$ cat src/hdl/cal_cmd_pkg.sv
// Shared constants and types of the calibration and power command decoder.
// Assumes a 24-bit conversion result path and single-byte opcodes.
package cal_cmd_pkg;
   localparam int RES_W = 24;

   // Opcodes handled here
   localparam logic [7:0] OP_READ_CONT       = 8'h03;
   localparam logic [7:0] OP_STOP_CONT       = 8'h0F;
   localparam logic [7:0] OP_OFFSET_SELF_CAL = 8'hF1;
   localparam logic [7:0] OP_GAIN_SELF_CAL   = 8'hF2;
   localparam logic [7:0] OP_SYS_OFFSET_CAL  = 8'hF3;
   localparam logic [7:0] OP_SYS_GAIN_CAL    = 8'hF4;
   localparam logic [7:0] OP_WAKEUP          = 8'hFB;
   localparam logic [7:0] OP_SYNC_READY      = 8'hFC;
   localparam logic [7:0] OP_SLEEP           = 8'hFD;
   localparam logic [7:0] OP_RESET           = 8'hFE;

   // Power-up values of the calibration registers
   localparam logic [RES_W-1:0] OFFSET_RESET     = 24'h000000;
   localparam logic [RES_W-1:0] FULL_SCALE_RESET = 24'h400000;
   // Code the converter should report when input equals reference
   localparam logic [RES_W-1:0] FULL_SCALE_TARGET = 24'h400000;

   // Settling wait before a calibration sample is taken
   localparam int CAL_SETTLE_CYCLES = 64;
   localparam int BIT_CNT_W         = 3;
   localparam int RES_CNT_W         = 5;

   // Analog input selection requested by the calibration engine
   typedef enum logic [1:0] {
      IN_NORMAL    = 2'h0,
      IN_SHORTED   = 2'h1,
      IN_REFERENCE = 2'h2,
      IN_SYSTEM    = 2'h3
   } cal_input_t;

   // Gray-coded along idle, settle, capture
   typedef enum logic [1:0] {
      CAL_IDLE    = 2'h0,
      CAL_SETTLE  = 2'h1,
      CAL_CAPTURE = 2'h3
   } cal_state_t;

   typedef struct packed {
      logic [RES_W-1:0] offset;
      logic [RES_W-1:0] full_scale;
   } cal_regs_t;
endpackage

$ cat src/hdl/serial_byte_rx.sv
// Assembles bytes from the serial data line, MSB first.
// Assumes synchronised inputs and a one-cycle sclk rising-edge pulse.
`timescale 1ns/10ps
module serial_byte_rx
   import cal_cmd_pkg::*;
(
   input  wire logic       clk,
   input  wire logic       rst_n,
   input  wire logic       select,
   input  wire logic       sclk_rise,
   input  wire logic       din,
   output logic            byte_valid,
   output logic [7:0]      byte_data
);
   logic [6:0]           shift_q;
   logic [BIT_CNT_W-1:0] cnt_q;
   logic                 last_bit;

   assign last_bit = (cnt_q == 3'h7);

   always_ff @(posedge clk or negedge rst_n) begin
      if (!rst_n) begin
         shift_q    <= 7'h00;
         cnt_q      <= 3'h0;
         byte_valid <= 1'b0;
         byte_data  <= 8'h00;
      end else begin
         byte_valid <= 1'b0;
         // Deselect realigns framing to the next byte boundary
         if (!select) begin
            cnt_q <= 3'h0;
         end else if (sclk_rise) begin
            shift_q <= {shift_q[5:0], din};
            cnt_q   <= cnt_q + 3'h1;
            if (last_bit) begin
               byte_valid <= 1'b1;
               byte_data  <= {shift_q, din};
            end
         end
      end
   end
endmodule

$ cat src/hdl/cal_power_decoder.sv
// Command decoder for calibration, sleep, ready sync, reset and
// continuous read. Pins arrive asynchronously; measurement and result
// inputs come from converter logic on REF_CLK.
//
// Function
// - Gain self calibration measures the reference and reloads full scale.
// - System offset calibration cancels measured offset in the offset reg.
// - System gain calibration cancels gain error in the full scale reg.
// - The sync opcode realigns conversion and ready to the next sclk rising edge.
// - The sleep opcode enters low power and stays until wakeup.
// - The wakeup opcode ends sleep and resumes normal operation.
// - The reset opcode returns every configuration register to power-up.
// - The reset opcode also ends continuous read mode.
// - The reset opcode leaves RAM contents untouched.
// - Continuous read shifts out each result that arrives on ready while selected and awake, until stop or reset.
// - Offset self calibration updates only the offset register.
`timescale 1ns/10ps
module cal_power_decoder
   import cal_cmd_pkg::*;
#(
   parameter int SETTLE_CYCLES = CAL_SETTLE_CYCLES
)(
   input  wire logic             REF_CLK,
   input  wire logic             RESET_N,
   input  wire logic             SCLK,
   input  wire logic             DIN,
   input  wire logic             CS_N,
   input  wire logic             MEAS_VALID,
   input  wire logic [RES_W-1:0] MEAS_DATA,
   input  wire logic             RESULT_READY,
   input  wire logic [RES_W-1:0] RESULT_DATA,
   output logic                  DOUT,
   output logic                  DOUT_OE,
   output logic                  RESULT_READY_FLAG_N,
   output logic [RES_W-1:0]      OFFSET_CAL_REGISTER,
   output logic [RES_W-1:0]      FULL_SCALE_REGISTER,
   output cal_input_t            CAL_INPUT,
   output logic                  CAL_BUSY,
   output logic                  SLEEP_MODE,
   output logic                  CONT_READ_MODE,
   output logic                  CONV_SYNC,
   output logic                  CONFIG_RESET
);
   logic [2:0] sclk_sync_q;
   logic [1:0] din_sync_q;
   logic [1:0] cs_sync_q;
   logic       sclk_rise;
   logic       sclk_fall;
   logic       selected;
   logic       byte_valid;
   logic [7:0] byte_data;

   always_ff @(posedge REF_CLK or negedge RESET_N) begin
      if (!RESET_N) begin
         sclk_sync_q <= 3'h0;
         din_sync_q  <= 2'h0;
         cs_sync_q   <= 2'h3;
      end else begin
         sclk_sync_q <= {sclk_sync_q[1:0], SCLK};
         din_sync_q  <= {din_sync_q[0], DIN};
         cs_sync_q   <= {cs_sync_q[0], CS_N};
      end
   end

   assign sclk_rise = sclk_sync_q[1] & ~sclk_sync_q[2];
   assign sclk_fall = ~sclk_sync_q[1] & sclk_sync_q[2];
   assign selected  = ~cs_sync_q[1];

   serial_byte_rx u_rx (
      .clk        (REF_CLK),
      .rst_n      (RESET_N),
      .select     (selected),
      .sclk_rise  (sclk_rise),
      .din        (din_sync_q[1]),
      .byte_valid (byte_valid),
      .byte_data  (byte_data)
   );

   // Opcode decode; in sleep only wakeup is honoured
   logic sleep_q;
   logic awake_cmd;
   logic is_gain_self;
   logic is_offset_self;
   logic is_sys_offset;
   logic is_sys_gain;
   logic is_sleep;
   logic is_wakeup;
   logic is_sync;
   logic is_reset;
   logic is_cont;
   logic is_stop;
   logic cal_start;

   assign awake_cmd      = byte_valid & ~sleep_q;
   assign is_gain_self   = awake_cmd & (byte_data == OP_GAIN_SELF_CAL);
   assign is_offset_self = awake_cmd & (byte_data == OP_OFFSET_SELF_CAL);
   assign is_sys_offset  = awake_cmd & (byte_data == OP_SYS_OFFSET_CAL);
   assign is_sys_gain    = awake_cmd & (byte_data == OP_SYS_GAIN_CAL);
   assign is_sleep       = awake_cmd & (byte_data == OP_SLEEP);
   assign is_sync        = awake_cmd & (byte_data == OP_SYNC_READY);
   assign is_reset       = awake_cmd & (byte_data == OP_RESET);
   assign is_cont        = awake_cmd & (byte_data == OP_READ_CONT);
   assign is_stop        = awake_cmd & (byte_data == OP_STOP_CONT);
   assign is_wakeup      = byte_valid & sleep_q & (byte_data == OP_WAKEUP);
   // Any other byte matches nothing above and so changes nothing
   assign cal_start      = is_gain_self | is_offset_self
                         | is_sys_offset | is_sys_gain;

   always_ff @(posedge REF_CLK or negedge RESET_N) begin
      if (!RESET_N) begin
         sleep_q <= 1'b0;
      end else if (is_sleep) begin
         sleep_q <= 1'b1;
      end else if (is_wakeup) begin
         sleep_q <= 1'b0;
      end
   end

   // Pulse for the external configuration registers; no RAM strobe exists
   always_ff @(posedge REF_CLK or negedge RESET_N) begin
      if (!RESET_N) begin
         CONFIG_RESET <= 1'b0;
      end else begin
         CONFIG_RESET <= is_reset;
      end
   end

   // Calibration engine
   localparam int SET_W = $clog2(SETTLE_CYCLES + 1);
   localparam logic [SET_W-1:0] SETTLE_LAST = SET_W'(SETTLE_CYCLES - 1);

   cal_state_t       cal_state_q;
   cal_state_t       cal_state_d;
   cal_input_t       cal_in_q;
   logic             cal_gain_q;
   logic [SET_W-1:0] settle_q;
   cal_regs_t        regs_q;
   cal_regs_t        regs_d;
   logic             capture;
   logic [RES_W-1:0] offset_new;
   logic [RES_W-1:0] full_scale_new;

   assign capture        = (cal_state_q == CAL_CAPTURE) & MEAS_VALID;
   assign offset_new     = regs_q.offset - MEAS_DATA;
   assign full_scale_new = regs_q.full_scale + (FULL_SCALE_TARGET - MEAS_DATA);

   always_comb begin
      cal_state_d = cal_state_q;
      case (cal_state_q)
         CAL_IDLE:    if (cal_start) cal_state_d = CAL_SETTLE;
         CAL_SETTLE:  if (settle_q == SETTLE_LAST) cal_state_d = CAL_CAPTURE;
         CAL_CAPTURE: if (MEAS_VALID) cal_state_d = CAL_IDLE;
         default:     cal_state_d = CAL_IDLE;
      endcase
      if (is_reset) begin
         cal_state_d = CAL_IDLE;
      end
   end

   always_comb begin
      regs_d = regs_q;
      if (is_reset) begin
         regs_d.offset     = OFFSET_RESET;
         regs_d.full_scale = FULL_SCALE_RESET;
      end else if (capture && cal_gain_q) begin
         regs_d.full_scale = full_scale_new;
      end else if (capture) begin
         regs_d.offset = offset_new;
      end
   end

   always_ff @(posedge REF_CLK or negedge RESET_N) begin
      if (!RESET_N) begin
         cal_state_q <= CAL_IDLE;
         regs_q      <= '{offset: OFFSET_RESET, full_scale: FULL_SCALE_RESET};
      end else begin
         cal_state_q <= cal_state_d;
         regs_q      <= regs_d;
      end
   end

   // A new calibration opcode while one runs is ignored
   always_ff @(posedge REF_CLK or negedge RESET_N) begin
      if (!RESET_N) begin
         cal_in_q   <= IN_NORMAL;
         cal_gain_q <= 1'b0;
         settle_q   <= '0;
      end else if (cal_state_q == CAL_IDLE && cal_start) begin
         settle_q   <= '0;
         cal_gain_q <= is_gain_self | is_sys_gain;
         if (is_gain_self) begin
            cal_in_q <= IN_REFERENCE;
         end else if (is_offset_self) begin
            cal_in_q <= IN_SHORTED;
         end else begin
            cal_in_q <= IN_SYSTEM;
         end
      end else if (cal_state_d == CAL_IDLE) begin
         cal_in_q <= IN_NORMAL;
      end else if (cal_state_q == CAL_SETTLE) begin
         settle_q <= settle_q + SET_W'(1);
      end
   end

   // Ready sync: armed by the opcode, fires on the next sclk rising edge
   logic sync_arm_q;
   logic sync_fire;

   assign sync_fire = sync_arm_q & sclk_rise;

   always_ff @(posedge REF_CLK or negedge RESET_N) begin
      if (!RESET_N) begin
         sync_arm_q <= 1'b0;
         CONV_SYNC  <= 1'b0;
      end else begin
         CONV_SYNC <= sync_fire;
         if (is_sync) begin
            sync_arm_q <= 1'b1;
         end else if (sync_fire || is_reset) begin
            sync_arm_q <= 1'b0;
         end
      end
   end

   // Continuous read and result shifter
   logic                 cont_q;
   logic                 ready_q;
   logic [RES_W-1:0]     out_shift_q;
   logic [RES_CNT_W-1:0] out_left_q;
   logic                 shifting;
   logic                 out_load;

   assign shifting = (out_left_q != '0);
   assign out_load = RESULT_READY & cont_q & ~sleep_q;

   always_ff @(posedge REF_CLK or negedge RESET_N) begin
      if (!RESET_N) begin
         cont_q <= 1'b0;
      end else if (is_stop || is_reset) begin
         cont_q <= 1'b0;
      end else if (is_cont) begin
         cont_q <= 1'b1;
      end
   end

   // Ready flag: a new result wins over a clear in the same cycle
   always_ff @(posedge REF_CLK or negedge RESET_N) begin
      if (!RESET_N) begin
         ready_q <= 1'b0;
      end else if (RESULT_READY) begin
         ready_q <= 1'b1;
      end else if (sync_fire || is_reset || (shifting && out_left_q == 5'h01
                                             && sclk_fall)) begin
         ready_q <= 1'b0;
      end
   end

   always_ff @(posedge REF_CLK or negedge RESET_N) begin
      if (!RESET_N) begin
         out_shift_q <= '0;
         out_left_q  <= '0;
      end else if (is_reset || !selected) begin
         out_left_q <= '0;
      end else if (out_load) begin
         out_shift_q <= RESULT_DATA;
         out_left_q  <= RES_CNT_W'(RES_W);
      end else if (shifting && sclk_fall) begin
         out_shift_q <= {out_shift_q[RES_W-2:0], 1'b0};
         out_left_q  <= out_left_q - 5'h01;
      end
   end

   assign DOUT                = out_shift_q[RES_W-1];
   assign DOUT_OE             = shifting & selected;
   assign RESULT_READY_FLAG_N = ~ready_q;
   assign OFFSET_CAL_REGISTER = regs_q.offset;
   assign FULL_SCALE_REGISTER = regs_q.full_scale;
   assign CAL_INPUT           = cal_in_q;
   assign CAL_BUSY            = (cal_state_q != CAL_IDLE);
   assign SLEEP_MODE          = sleep_q;
   assign CONT_READ_MODE      = cont_q;
endmodule

$ cat config.mk
export PLATFORM = sky130hd
export DESIGN_NAME = cal_power_decoder
export DESIGN_NICKNAME = d
export VERILOG_FILES = /design/src/hdl/cal_cmd_pkg.sv /design/src/hdl/serial_byte_rx.sv /design/src/hdl/cal_power_decoder.sv
export SDC_FILE = /design/constraint.sdc
export NUM_CORES = 1
export LEC_CHECK = 0
export BUFFER_PORTS_ARGS = -buffer_cell sky130_fd_sc_hd__buf_2
export CAP_MARGIN = 20
export CELL_PAD_IN_SITES_DETAIL_PLACEMENT = 1
export CELL_PAD_IN_SITES_GLOBAL_PLACEMENT = 2
export CORE_AREA = 3 3 158 160
export CTS_BUF_LIST = sky130_fd_sc_hd__clkbuf_4 sky130_fd_sc_hd__clkbuf_8
export DETAILED_ROUTE_END_ITERATION = 10
export DIE_AREA = 0 0 161 163
export PLACE_DENSITY_LB_ADDON = 0.08
export SLEW_MARGIN = 20
export SYNTH_ARGS = -nofsm -noshare
export SYNTH_HDL_FRONTEND = slang
export SYNTH_SLANG_ARGS = --single-unit
$ cat constraint.sdc
create_clock -name REF_CLK -period 3.7 [get_ports REF_CLK]
set_clock_uncertainty 0.15 [all_clocks]
set_input_delay 0.74 -clock REF_CLK [delete_from_list [all_inputs] [get_ports REF_CLK]]
set_output_delay 0.74 -clock REF_CLK [all_outputs]
set_load 0.01 [all_outputs]
After elaboration in Yosys (flattened, before gate mapping):

Index checks and enable logic that the tools add are counted.

* $add $sub $neg: 6
* eq/ne operators: 17
* multiplexer cells: 34
* bitwise operators: 29
* reductions and logical operators: 29

Operators with widths (count)
* 24-bit 2-to-1 mux: 5
* 8-bit equality test (second input constant): 8
* 48-bit 2-to-1 mux: 1
* 24-bit adder: 1
* 23-bit by 24-bit subtractor with 24-bit output (first input constant): 1
* 24-bit subtractor: 1
* 2-bit nonzero test: 11
* 7-bit 2-to-1 mux: 3
* 1-bit AND: 19
* 2-bit 2-to-1 mux: 8
* 5-bit 2-to-1 mux: 3
* 1-bit 2-to-1 mux: 11
* 8-bit by 2-bit equality test with 1-bit output (second input constant): 1
* 8-bit by 4-bit equality test with 1-bit output (second input constant): 1
* 2-bit AND reduction: 4
* 7-bit by 1-bit adder with 7-bit output (second input constant): 1
* 7-bit by 6-bit equality test with 1-bit output (second input constant): 1
* 3-bit 2-to-1 mux: 2
* 1-bit NOT: 6
* 2-bit one-hot mux with 3 select lines: 1
* 5-bit by 1-bit equality test with 1-bit output (second input constant): 1
* 1-bit logical AND: 5
* 5-bit nonzero test: 1
* 5-bit by 1-bit subtractor with 5-bit output (second input constant): 1
* other kinds (10): 18

* register bits after elaboration: 121
* output and inout bits: 58

Longest topological paths before layout:

* depth after elaboration: 12
* depth in mapped cells: 13
* mapped depth without buffers: 13

Hierarchy:

From an unflattened synthesis, not the netlist that was laid out.

* cells, all modules: 813
* area total of the unflattened synthesis: 7611.0 sq um

By module, submodules not included
* cal_power_decoder: times used 1, cells an instance 767, area each 6859.1 sq um
* serial_byte_rx: times used 1, cells an instance 46, area each 752.0 sq um

Least setup slack after synthesis:

Ideal clock, no wire load.

* path kind: input-to-reg
* start: input MEAS_DATA[1]
* end: register regs_q, in the netlist FULL_SCALE_REGISTER[23]
* library setup time: 0.079 ns
* arrival: 3.711 ns
* data required time: 3.471 ns
* path slack: -0.240 ns
* stages: 12
* path buffers: 0
* cells stage by stage: inv_1 > ha_1 > ha_1 > fa_1 > a211oi_1 > o21ai_1 > a2111oi_4 > nor3b_1 > a221o_1 > a221oi_2 > mux2i_1 > mux2i_1

* longest elaborated chain between the ends: 4

RTL lines
* start, declared: RTL line cal_power_decoder.sv:29 `input wire logic [RES_W-1:0] MEAS_DATA,`
* 23-bit by 24-bit subtractor with 24-bit output: RTL line cal_power_decoder.sv:145 `assign full_scale_new = regs_q.full_scale + (FULL_SCALE_TARGET - MEAS_DATA);`
* 24-bit adder: RTL line cal_power_decoder.sv:145
* 24-bit 2-to-1 mux: RTL line cal_power_decoder.sv:165 `end else if (capture && cal_gain_q) begin`
* 48-bit 2-to-1 mux: RTL line cal_power_decoder.sv:162 `if (is_reset) begin`
* end signal, assigned: RTL line cal_power_decoder.sv:175 `regs_q <= '{offset: OFFSET_RESET, full_scale: FULL_SCALE_RESET};`
* end signal, assigned: RTL line cal_power_decoder.sv:178 `regs_q <= regs_d;`
* end, declared: RTL line cal_power_decoder.sv:137 `cal_regs_t regs_q;`

Every way passes these cells. The select of a mux whose other input is x is not followed.
A chain may end at the register's enable or synchronous reset.

Worst setup path after layout:

* start: register regs_q, in the netlist FULL_SCALE_REGISTER[1]
* end: register regs_q, in the netlist FULL_SCALE_REGISTER[23]

* longest elaborated chain between the ends: 3

RTL lines (RTL line)
* 24-bit adder: cal_power_decoder.sv:145
* 24-bit 2-to-1 mux: cal_power_decoder.sv:165
* 48-bit 2-to-1 mux: cal_power_decoder.sv:162

Every way passes these cells. The select of a mux whose other input is x is not followed.

==> metrics <==
Synth Cell Area=7790 sq um; placed cell count=1305; Period minus WS final=3580 ps; routed vias/inst=5.10; H-tree Lvls=4; DR iter-0 viols=251; P_int=2060 uW; clock tree buffer depth=2; Non-Filler Instances=1343; Lkg Pwr=0.00472 uW; final hold vios=0; sequential area share after synthesis=0.389; syn_area_per_cell=9.12 sq um; crit path launch=FULL_SCALE_REGISTER[1]; Worst Tran Pin Value=758 ps; dpl hpwl=17000 um; wire per inst=16.8 um; Max Cap Viol=0; global-route wire length before repair=37600 um; synth warn=0; Ports=113; post-synthesis cell type with the largest combined area=dfrtp_1; TritonCTS clock tree=done; Setup crit end kind=flop; max_slew headroom=0.490; Mapped Nets=985; Final ANT Viol Nets=0; Post-synth top flop=dfrtp_1; Post-synth ARST share=1.00; Netlist cell types=60; Sw Pwr=819 uW; synthesis-stage register bit count=121; Synth Area in Compound Gates=0.190; sequential power share=0.481; die footprint=26200 sq um; clock power share=0.433; kind of critical path=flop to flop; r2r setup slk=120 ps; Layout area overhead=22.1%; Hold/Removal Path Class=primary input to asynchronous set/reset pin; TritonCTS buffer count=17; Placement Rows=56; n_diodes=0; status=finished clean; die height=163 um; fmax=0.280 GHz; Register-to-Register Path Depth=11; Switching Fraction=0.285; routability cong.=0.818; Pwr Density=302 nW/um^2; Synth area leaders=dfrtp_1 (38%), ha_1 (12%), nand2_1 (5.0%), a21oi_1 (4.2%), mux2i_1 (4.0%); final hold slack=109 ps; Synth top area share=0.379; setup violators final=0; Comb pwr share=0.086; fin. max-slew vios=0; adder-cell share of the synthesized area=0.124; routed via count=6848; clock-pin slew on the worst setup and hold paths=90 ps; combinational family with the most area after synthesis=compound AO/OA/AOI/OAI gates; CP arrival=3780 ps; Post-Route Utilization=0.404; ratio of cells with drive above 1 in the final layout=0.234; drt pass-1 iters=4; Die X=161 um; xor/xnor share of the synthesized area=0.0326; Reg2Reg Capture Point=FULL_SCALE_REGISTER[23]; WL final=22600 um; VDD IR max=0.139 mV; Worst-Skew Late Latency=450 ps; hold buffers post-CTS=0; total gr overflow=0; final-stage net count=1142; Reg2Reg Launch Point=FULL_SCALE_REGISTER[1]; pin count of the biggest net entering global routing=86; Starting Density=0.331; mux cell area share after synthesis=0.0615; CTS Root Cell=clkbuf_8; Total Power=2870 uW; critical path data required time=3910 ps; DRC viols=0; EDFF count, synth=0; Port Buf Inserts=112; crit path max fanout=3; vias in the first global route=7383; CORE AREA=23500 sq um; Synth Area in Simple Gates=0.163; crit start category=flop; end point of the critical path=FULL_SCALE_REGISTER[23]; cell count after synthesis=854; Final Cycle Share=0.967; initial antenna violation count=1; Total Routing Usage GR=0.176; fill count=2814; CTS sink cnt=121
==> cell usage after synthesis, drive strengths merged, types with 3 or more instances <==
library cell / instances
dfrtp: 118
nand2: 104
ha: 74
a21oi: 66
o21ai: 62
nor2: 54
inv: 49
mux2i: 31
nor3: 29
clkbuf: 23
nand3: 22
a21o: 18
xnor2: 17
mux2: 15
a211oi: 14
o21a: 14
o31ai: 13
xor2: 12
buf: 8
nand2b: 8
a31oi: 7
and3: 7
or3: 7
nand4: 6
nor4: 6
or2: 6
a21boi: 5
a22o: 5
o211ai: 5
nand3b: 4
nor2b: 4
o21bai: 4
a2111oi: 3
and2: 3
dfstp: 3
==> layer usage <==
layer  up-vias  share of wire  global-route usage  wire (um)
met1      3381           0.47               0.228      10600
met2        76           0.50               0.310      11200
met3        16          0.028              0.0315        630
li1       3373              -                   -          -
met5         -        0.00031                   0          7
met4         2         0.0081              0.0364        182
==> state kept, by name (all words and copies together), names as in the netlist, 2 cells and up <==
name                 flops
settle_q                 7
out_shift_q             24
CAL_INPUT                2
cal_state_q              2
out_left_q               5
cs_sync_q                2
u_rx.byte_data           8
u_rx.shift_q             7
OFFSET_CAL_REGISTER     24
FULL_SCALE_REGISTER     24
u_rx.cnt_q               3
din_sync_q               2
sclk_sync_q              3
==> critical path, cell delays in order (launching register included) <==
cell and delay [ps]:
dfrtp_1 430, ha_4 250, ha_2 180, fa_2 370
a211oi_4 280, o21ai_2 130, a2111oi_4 400, nor3b_2 110
a221o_1 420, a221oi_2 300, mux2i_1 250, mux2i_1 210
==> layout by cell type (no fill, tap or decap), types with 3 or more instances in the layout <==
cell type / count
dfrtp_1: 118
buf_2: 111
nand2_1: 104
ha_1: 72
a21oi_1: 66
o21ai_0: 59
buf_4: 57
nor2_1: 52
inv_1: 48
mux2i_1: 31
nor3_1: 29
nand3_1: 22
a21o_1: 18
clkbuf_8: 18
xnor2_1: 17
mux2_2: 15
o21a_1: 14
a211oi_1: 13
o31ai_1: 13
xor2_1: 12
nand2b_1: 8
and3_1: 7
or3_1: 7
a31oi_1: 7
nand4_1: 6
or2_2: 6
nor4_1: 6
o211ai_1: 5
a22o_1: 5
inv_6: 5
inv_8: 5
nand3b_1: 4
nor2b_1: 4
a21boi_0: 4
o21bai_1: 4
dfstp_2: 3
and2_1: 3
==> cells by family (layout without fill, tap and decap cells) <==
logic type,Yosys count,after routing
and+or+nand+nor,271,271
AOI/OAI and AO/OA,231,231
DFF,121,121
buffers and inverters,80,250
adders and majority gates,76,76
muxes,46,46
xor gates and xnor gates,29,29
==> final cells by class <==
class                   instances  area, sq um  area share
well taps                     319          399      0.0419
repair buffers                169         1000       0.105
flip-flops and latches        121         3030       0.319
clock buffers                  18          248      0.0260
inverters                      49          184      0.0193
clock inverters                14          154      0.0162
multi-input cells             653         4500       0.472
==> power by group through the flow <==
stage	clock, uW	combinational (uW)	sequential, uW
detailed placement	0	250	1410
floorplan	0	133	1400
global route	1370	280	1390
global placement	0	240	1410
finish	1240	246	1380
CTS	1310	252	1390
==> metrics by stage <==
stage               cell area, sq um  setup slack (ps)  setup TNS [ps]
floorplan                       7820              4.63               0
global placement                9060              -299            -425
detailed placement              9060              -397            -803
CTS                             9470              20.4               0
global route                    9520             -39.2           -39.2
finish                          9520               124               0
==> how the worst min path moves through the flow <==
stage | slack, ps | to
2_1_floorplan | 180 | din_sync_q[1]
3_3_place_gp | 190 | din_sync_q[1]
3_5_place_dp | 190 | din_sync_q[1]
4_1_cts | 120 | out_shift_q[17]
5_1_grt | 120 | out_shift_q[19]
6_report | 110 | out_shift_q[17]
==> what timing repair did <==
action                                  CTS  global route
buffers inserted                          0             6
endpoints found under the setup margin    1             1
resized for setup                         1             0
pin swaps                                 0             7
gates cloned                              0             0
Power figures use the tool's default switching activity.
